### src/inc/slc_pkg.sv
package slc_pkg;
  // Register indices; the bus sees each register at four times its index
  localparam logic [31:0] CTRL_IDX = 32'h0000_0000;
  localparam logic [31:0] ADV_IDX = 32'h0000_0004;
  localparam logic [31:0] MODE_IDX = 32'h0000_0016;
  localparam logic [31:0] CTRL_OFS = CTRL_IDX << 2;
  localparam logic [31:0] ADV_OFS = ADV_IDX << 2;
  localparam logic [31:0] MODE_OFS = MODE_IDX << 2;
  localparam logic [31:0] STRAP_OFS = 32'h0000_0100;
  localparam int CTRL_DUPLEX_BIT = 8;
  localparam int CTRL_ISO_BIT = 10;
  localparam int CTRL_ANEN_BIT = 12;
  localparam int CTRL_SPEED_BIT = 13;
  localparam int ADV_10HD_BIT = 5;
  localparam int ADV_10FD_BIT = 6;
  localparam int ADV_100HD_BIT = 7;
  localparam int ADV_100FD_BIT = 8;
  localparam int MODE_BCOFF_BIT = 9;
  localparam logic [15:0] CTRL_RST = 16'h0000;
  localparam logic [15:0] ADV_RST = 16'h0001;
  localparam logic [15:0] MODE_RST = 16'h0000;
  localparam int NSTRAP = 6;
  localparam int STRAP_ISO = 0;
  localparam int STRAP_SPEED = 1;
  localparam int STRAP_DUPLEX = 2;
  localparam int STRAP_ANEN = 3;
  localparam int STRAP_BCOFF = 4;
  localparam int STRAP_TEST_N = 5;
  localparam logic [NSTRAP-1:0] STRAP_PULL_UP = 6'h2E;
  localparam logic [1:0] HTRANS_NONSEQ = 2'b10;
  localparam logic [2:0] HSIZE_WORD = 3'b010;
endpackage : slc_pkg

### src/rtl/slc_strap_latch.sv
`timescale 1ns/1ps
module slc_strap_latch (
  input wire logic ref_clk_i,
  input wire logic reset_i,
  input wire logic clk_en_i,
  input wire logic [slc_pkg::NSTRAP-1:0] strap_pin_i,
  input wire logic [slc_pkg::NSTRAP-1:0] func_out_i,
  output logic [slc_pkg::NSTRAP-1:0] strap_pin_o,
  output logic [slc_pkg::NSTRAP-1:0] strap_pin_oe_o,
  output logic [slc_pkg::NSTRAP-1:0] strap_pull_up_o,
  output logic [slc_pkg::NSTRAP-1:0] strap_pull_dn_o,
  input wire logic hsel_i,
  input wire logic [31:0] haddr_i,
  input wire logic [1:0] htrans_i,
  input wire logic hwrite_i,
  input wire logic [2:0] hsize_i,
  input wire logic [31:0] hwdata_i,
  input wire logic hready_i,
  output logic [31:0] hrdata_o,
  output logic hreadyout_o,
  output logic hresp_o,
  output logic isolate_o,
  output logic speed_100_o,
  output logic full_duplex_o,
  output logic autoneg_enable_o,
  output logic addr0_broadcast_o,
  output logic pin_chain_test_o,
  output logic straps_valid_o
);
  import slc_pkg::*;

  logic [NSTRAP-1:0] strap_sync;
  logic [NSTRAP-1:0] strap_r;
  logic [NSTRAP-1:0] strap_nxt;
  logic latched_r;
  logic latched_nxt;
  logic [15:0] ctrl_r;
  logic [15:0] ctrl_nxt;
  logic [15:0] adv_r;
  logic [15:0] adv_nxt;
  logic [15:0] mode_r;
  logic [15:0] mode_nxt;
  logic wr_pend_r;
  logic wr_pend_nxt;
  logic [31:0] wr_addr_r;
  logic [31:0] wr_addr_nxt;
  logic [31:0] rdata_r;
  logic [31:0] rdata_nxt;
  logic bus_take;
  logic [31:0] rd_word;

  slc_sync #(
    .W(NSTRAP)
  ) u_sync (
    .ref_clk_i(ref_clk_i),
    .clk_en_i(clk_en_i),
    .async_i(strap_pin_i),
    .sync_o(strap_sync)
  );

  // Pins are pulled inputs until the capture, then drive their function
  genvar gi;
  generate
    for (gi = 0; gi < NSTRAP; gi++) begin : g_pin
      assign strap_pin_o[gi] = latched_r ? func_out_i[gi] : 1'b0;
      assign strap_pin_oe_o[gi] = latched_r;
      assign strap_pull_up_o[gi] = !latched_r && STRAP_PULL_UP[gi];
      assign strap_pull_dn_o[gi] = !latched_r && !STRAP_PULL_UP[gi];
    end
  endgenerate

  assign bus_take = hsel_i && hready_i && htrans_i == HTRANS_NONSEQ;

  always_comb begin
    rd_word = 32'h0000_0000;
    case (haddr_i)
      CTRL_OFS: rd_word = {16'h0000, ctrl_r};
      ADV_OFS: rd_word = {16'h0000, adv_r};
      MODE_OFS: rd_word = {16'h0000, mode_r};
      STRAP_OFS: rd_word = {26'h000_0000, strap_r};
      default: rd_word = 32'h0000_0000;
    endcase
  end

  always_comb begin
    strap_nxt = strap_r;
    latched_nxt = latched_r;
    ctrl_nxt = ctrl_r;
    adv_nxt = adv_r;
    mode_nxt = mode_r;
    wr_pend_nxt = wr_pend_r;
    wr_addr_nxt = wr_addr_r;
    rdata_nxt = rdata_r;
    if (clk_en_i) begin
      if (!latched_r) begin
        // Single capture on the first enabled cycle after reset release
        latched_nxt = 1'b1;
        strap_nxt = strap_sync;
        ctrl_nxt[CTRL_ISO_BIT] = strap_sync[STRAP_ISO];
        ctrl_nxt[CTRL_SPEED_BIT] = strap_sync[STRAP_SPEED];
        ctrl_nxt[CTRL_DUPLEX_BIT] = !strap_sync[STRAP_DUPLEX];
        ctrl_nxt[CTRL_ANEN_BIT] = strap_sync[STRAP_ANEN];
        adv_nxt[ADV_100HD_BIT] = strap_sync[STRAP_SPEED];
        adv_nxt[ADV_100FD_BIT] = strap_sync[STRAP_SPEED];
        adv_nxt[ADV_10HD_BIT] = 1'b1;
        adv_nxt[ADV_10FD_BIT] = 1'b1;
      end
      wr_pend_nxt = 1'b0;
      if (wr_pend_r) begin
        // Writes override strap values until next reset
        case (wr_addr_r)
          CTRL_OFS: ctrl_nxt = hwdata_i[15:0];
          ADV_OFS: adv_nxt = hwdata_i[15:0];
          MODE_OFS: mode_nxt = hwdata_i[15:0];
          default: ;
        endcase
      end
      if (bus_take) begin
        wr_pend_nxt = hwrite_i;
        wr_addr_nxt = haddr_i;
        if (!hwrite_i) begin
          rdata_nxt = rd_word;
        end
      end
    end
  end

  always_ff @(posedge ref_clk_i) begin
    if (reset_i) begin
      strap_r <= STRAP_PULL_UP;
      latched_r <= 1'b0;
      ctrl_r <= CTRL_RST;
      adv_r <= ADV_RST;
      mode_r <= MODE_RST;
      wr_pend_r <= 1'b0;
      wr_addr_r <= 32'h0000_0000;
      rdata_r <= 32'h0000_0000;
    end else begin
      strap_r <= strap_nxt;
      latched_r <= latched_nxt;
      ctrl_r <= ctrl_nxt;
      adv_r <= adv_nxt;
      mode_r <= mode_nxt;
      wr_pend_r <= wr_pend_nxt;
      wr_addr_r <= wr_addr_nxt;
      rdata_r <= rdata_nxt;
    end
  end

  assign hrdata_o = rdata_r;
  assign hreadyout_o = 1'b1;
  assign hresp_o = 1'b0;
  assign isolate_o = ctrl_r[CTRL_ISO_BIT];
  assign speed_100_o = ctrl_r[CTRL_SPEED_BIT];
  assign full_duplex_o = ctrl_r[CTRL_DUPLEX_BIT];
  assign autoneg_enable_o = ctrl_r[CTRL_ANEN_BIT];
  // Unique when strap high or software bit set
  assign addr0_broadcast_o = !(strap_r[STRAP_BCOFF] || mode_r[MODE_BCOFF_BIT]);
  assign pin_chain_test_o = !strap_r[STRAP_TEST_N];
  assign straps_valid_o = latched_r;
endmodule : slc_strap_latch

### src/rtl/slc_sync.sv
`timescale 1ns/1ps
module slc_sync #(
  parameter int W = 1
) (
  input wire logic ref_clk_i,
  input wire logic clk_en_i,
  input wire logic [W-1:0] async_i,
  output logic [W-1:0] sync_o
);
  logic [W-1:0] meta_r;
  logic [W-1:0] meta_nxt;
  logic [W-1:0] sync_r;
  logic [W-1:0] sync_nxt;

  always_comb begin
    meta_nxt = meta_r;
    sync_nxt = sync_r;
    if (clk_en_i) begin
      meta_nxt = async_i;
      sync_nxt = meta_r;
    end
  end

  // No reset: pin levels keep flowing so the capture sees them, not a default
  always_ff @(posedge ref_clk_i) begin
    meta_r <= meta_nxt;
    sync_r <= sync_nxt;
  end

  assign sync_o = sync_r;
endmodule : slc_sync

### config.mk
export PLATFORM = sky130hd
export DESIGN_NAME = slc_strap_latch
export DESIGN_NICKNAME = d
export VERILOG_FILES = /design/src/inc/slc_pkg.sv /design/src/rtl/slc_strap_latch.sv /design/src/rtl/slc_sync.sv
export SDC_FILE = /design/constraint.sdc
export NUM_CORES = 1
export LEC_CHECK = 0
export ABC_AREA = 0
export BUFFER_PORTS_ARGS = -buffer_cell sky130_fd_sc_hd__buf_2
export CAP_MARGIN = 20
export CORE_ASPECT_RATIO = 1.5
export CORE_MARGIN = 1
export CORE_UTILIZATION = 45
export CTS_CLUSTER_DIAMETER = 60
export DETAILED_ROUTE_END_ITERATION = 12
export GPL_TIMING_DRIVEN = 0
export PLACE_DENSITY = 0.7
export SLEW_MARGIN = 20
export SYNTH_ARGS = -nofsm -noshare
export SYNTH_HDL_FRONTEND = slang
export SYNTH_SLANG_ARGS = --single-unit
### constraint.sdc
create_clock -name ref_clk_i -period 2.65 [get_ports ref_clk_i]
set_input_delay 0.3975 -clock ref_clk_i [delete_from_list [all_inputs] [get_ports ref_clk_i]]
set_output_delay 0.3975 -clock ref_clk_i [all_outputs]
set_load 0.03 [all_outputs]
### Word level (Yosys, flattened, before mapping)

Index checks and enable logic that the tools add are counted.

* eq/ne operators: 6
* multiplexer cells: 16
* bitwise logic cells: 2
* reduce and logical (&&, ||, !) cells: 15

Operators with widths (count)
* $eq 32x5->1 const B: 2
* $eq 32x7->1 const B: 2
* $logic_not 32->1: 2
* $pmux 16 s4: 1
* $eq 32x9->1 const B: 1
* $mux 14: 2
* $mux 9: 2
* $reduce_and 3->1: 4
* $mux 1: 9
* $logic_not 1->1: 4
* $mux 4: 1
* $reduce_and 2->1: 2
* $eq 2x2->1 const B: 1
* $logic_and 1x1->1: 2
* $mux 2: 1
* $not 1->1: 2
* $logic_or 1x1->1: 1

* bits in registers: 132
* input port bits: 87
* output and inout bits: 65
* word-level logic and storage cells: 51

### Logic depth before layout (Yosys ltp)

* word-level depth: 4
* mapped depth: 7

### By module

From an unflattened synthesis, not the netlist that was laid out.

* cells, all modules: 539
* area total of the unflattened synthesis: 5102.4 sq um

Modules (own cells, without submodules)
* slc_strap_latch: times used 1, cells an instance 527, area each 4742.0 sq um, sequential area each 2082.0 sq um
* slc_sync: times used 1, cells an instance 12, area each 360.3 sq um, sequential area each 360.3 sq um

### Worst setup path before layout

OpenSTA, ideal clock, no wires.

* path kind: input -> register
* start: input haddr_i[16]
* end: register rdata_r[10] (netlist: hrdata_o[10])
* arrival: 1.983 ns
* setup slack: 0.597 ns
* stages: 5
* cells stage by stage: or4_1 -> a2111o_1 -> nor4_4 -> nand4b_4 -> o21ai_1

* longest elaborated chain between the ends: 2

Ends and longest elaborated chain
* from (decl): RTL line slc_strap_latch.sv:13 `input wire logic [31:0] haddr_i,`
* $eq 32x9->1 (tied with other cells): RTL line slc_strap_latch.sv:76 `case (haddr_i)`
* $pmux 16 s4 *: RTL line slc_strap_latch.sv:76
* to (signal assigned): RTL line slc_strap_latch.sv:146 `rdata_r <= rdata_nxt;`
* to (decl): RTL line slc_strap_latch.sv:47 `logic [31:0] rdata_r;`

Mark *: on every way between the ends. The rest lies on a longest branch, timed or not.
A chain may end at the register's enable or synchronous reset.

### Final worst setup path

* start: input clk_en_i
* end: register rdata_r[13] (netlist: hrdata_o[13])

* longest elaborated chain between the ends: 1

Ends and longest elaborated chain
* from (decl): RTL line slc_strap_latch.sv:5 `input wire logic clk_en_i,`
* $reduce_and 3->1 (no line)

Every way passes these cells.

==> results by group <==
Placement
  • PortBufs: 108
  • RePlAce Congestion: 0.8677
  • Cell Area, Placed: 5947 µm²
  • Inst Count DP: 818
  • Post-placement setup slack: -0.2329 ns
  • Final HPWL DP: 9.870 mm

Run status
  • Status: finished, final reports clean

Routing
  • Wire length per cell: 15.66 µm
  • Pre-antenna DRT Iters: 5
  • Final ANT Viol Nets: 0
  • DR iter-0 viols: 268
  • DRC: 0
  • Routed vias: 4435
  • Vias per cell: 5.218
  • Final WL: 13.31 mm

Clock tree
  • Clk Latency, worst-skew pair: 0.42 ns
  • # hold bufs at CTS: 0
  • Root Driver: clkbuf_16
  • CTS clk-pin slew, worst paths: 0.06 ns
  • Post-CTS Setup Repair Bufs: 0
  • TritonCTS clock tree: done
  • CTS Buf Count: 17
  • H-Tree Depth: 4
  • Clock Sinks: 116
  • CTS Buffer Depth: 2
  • Post-CTS sizing: 0

STA
  • RSZ-0062 raised after global routing: no
  • Max-slew violation count: 0
  • Worst Tran Pin Value: 0.9849 ns
  • Final setup vio count: 0
  • Relative slew margins: 0.3374
  • Tmin final: 2.441 ns
  • TNS Setup: 0 ns
  • Final Hold Fails: 0
  • Worst hold margin: 0.1529 ns
  • Fin Clk Skew: 0.006183 ns
  • Max Clk Rate: 0.4096 GHz
  • Worst Slack Setup Final: 0.2086 ns
  • Final period util: 0.9213

Global routing
  • Initial antenna violation count: 0
  • First-pass GRT wire length: 20.69 mm
  • Vias in the first global route: 4318
  • GR Util All Layers: 0.2340
  • Remaining global-route overflow: 0
  • Largest net degree at the start of global routing: 17

Worst setup path
  • Crit path kind: in2reg
  • Crit Path Max Fanout: 13
  • WP data required: 2.96 ns
  • WP data arrival: 2.75 ns
  • Critical path endpoint category: flip-flop
  • Worst Setup Start Kind: input port

Run
  • Max-Cap Viols: 0

Worst hold path
  • Worst hold path class: in2reg

Yosys
  • Seq/Total Area, Yosys: 0.4752
  • Post-synth ARST share: 0
  • Cell taking the most area after synthesis: dfxtp_1
  • Synth Instances: 541
  • Post-synth top area share: 0.4051
  • Mapped Area: 5140 µm²
  • Area contributors post-synth: dfxtp_1 41%, mux2i_1 9.0%, edfxtp_1 7.0%, nand2_1 6.4%, buf_4 5.4%
  • Syn_area_per_cell: 9.501 µm²
  • Count of cell types in the netlist: 47
  • Yosys warns: 0
  • FF+latch count, synth: 116
  • EDFF count, synth: 12
  • Dominant synthesized flop cell: dfxtp_1

Final layout
  • Sequential cell area: 2442 µm²
  • Multi-input logic area: 2389 µm²
  • Fin util: 0.5938
  • Layout cells sized above 1: 0.2930
  • Filler Cell Count: 1014
  • Finished Layout Cells: 850
  • Antenna Cells: 0
  • Layout area overhead: 27.73%
  • Final instance area: 6565 µm²
  • Nets: 777

Power
  • Final Power: 4.607 mW
  • Maximum vdd drop: 431.8 µV
  • Static Leak: 2.767 nW
  • PwrDens: 701.7 nW/µm²

Floorplan
  • Chip height: 132.9 µm
  • Core Box Area: 11060 µm²
  • Die area: 11860 µm²
  • Chip width: 89.26 µm
  • I/O pins: 152
  • Core Rows: 47
  • Starting Density: 0.4649
## cells in the final DEF (no fill, tap or decap), types with 3 or more instances in the layout
cell / n
edfxtp_1: 12
nand3_1: 7
inv_1: 3
mux2i_1: 46
nand3b_1: 5
bufinv_16: 3
clkinv_4: 7
buf_1: 3
and2_1: 6
nand2_1: 88
nor3_1: 7
a21oi_1: 37
nor2b_1: 6
mux2_2: 10
nor2_1: 55
a32o_1: 6
a211o_1: 5
buf_2: 109
o22ai_1: 6
nor4_4: 6
nor4_1: 13
conb_1: 24
a22oi_1: 16
clkbuf_1: 20
clkbuf_16: 17
buf_4: 37
o21ai_1: 10
nand4_1: 3
and3_1: 3
dfxtp_1: 104
## report_power, final
part	internal (mW)	switching (mW)	leakage, nW
sequential	1.81	0.0274	0.959
combinational	0.147	0.253	1.51
clock	1.51	0.855	0.301
## synth_stat cells (2+ instances only)
library cell and count:
a22oi_1 16, conb_1 2, mux2i_1 46, nor4_2 2, and3_1 3, and2_1 6, edfxtp_1 12, nand2b_1 2
nand3_1 7, inv_1 3, nor4_4 6, nor2_1 55, a211o_1 5, dfxtp_1 104, o22ai_1 6, nand4_1 3
nor3b_1 2, nand3b_1 5, nand2_1 88, nor4_1 13, a21oi_1 37, or4b_2 2, mux2_2 10, nor2b_1 6
clkbuf_1 20, o21ai_1 10, a32o_1 6, nor3_1 7, buf_1 3, buf_4 37
## layout make-up
class | instances | share of cell area
plain buffers | 62 | 0.05794
multi-input cells | 382 | 0.3638
inverters | 3 | 0.001715
flip-flops and latches | 116 | 0.3720
well taps | 147 | 0.02802
clock buffers | 18 | 0.06690
repair buffers | 108 | 0.08233
clock inverters | 14 | 0.02725
## registers in the layout, indices dropped and copies added (netlist names), 6 cells and up
register	flops
u_sync.meta_r	6
ctrl_r	16
wr_addr_r	32
adv_r	16
mode_r	16
u_sync.sync_o	6
hrdata_o	16
strap_r	6
## worst paths after layout
check / startpoint / endpoint / slack, ns / depth (start not counted)
setup / recovery: clk_en_i / hrdata_o[13] / 0.21 / 8
hold reg to reg: u_sync.meta_r[2] / u_sync.sync_o[2] / 0.42 / 0
setup reg to reg: wr_addr_r[11] / adv_r[4] / 0.22 / 6
hold / removal: strap_pin_i[0] / u_sync.meta_r[0] / 0.15 / 1
## per-layer routing
metal,routed length (µm),share of wire,vias to the layer above,global-route usage
li1,-,-,2156,-
met1,5166,0.39,2070,0.2492
met2,6840,0.51,162,0.4059
met3,731,0.055,47,0.05802
met4,569,0.043,0,0.1367
met5,0,0,-,0
## cells by family after synthesis
| logic type | Yosys count | share of synthesized area |
|---|---|---|
| other | 2 | 0.001461 |
| AND/OR/NAND/NOR | 218 | 0.2315 |
| multiplexers | 56 | 0.1115 |
| flip-flops | 116 | 0.4752 |
| AO/OA/AOI/OAI | 84 | 0.1042 |
| buffers and inverters | 65 | 0.07619 |
## critical path, stage by stage
cell	delay, ns
buf_2	0.25
buf_2	0.27
nand3_1	0.12
nor3b_1	0.73
a21oi_1	0.41
clkbuf_1	0.35
nand2_1	0.14
o21ai_1	0.07
Note: power is estimated with default switching activity, not from simulation.
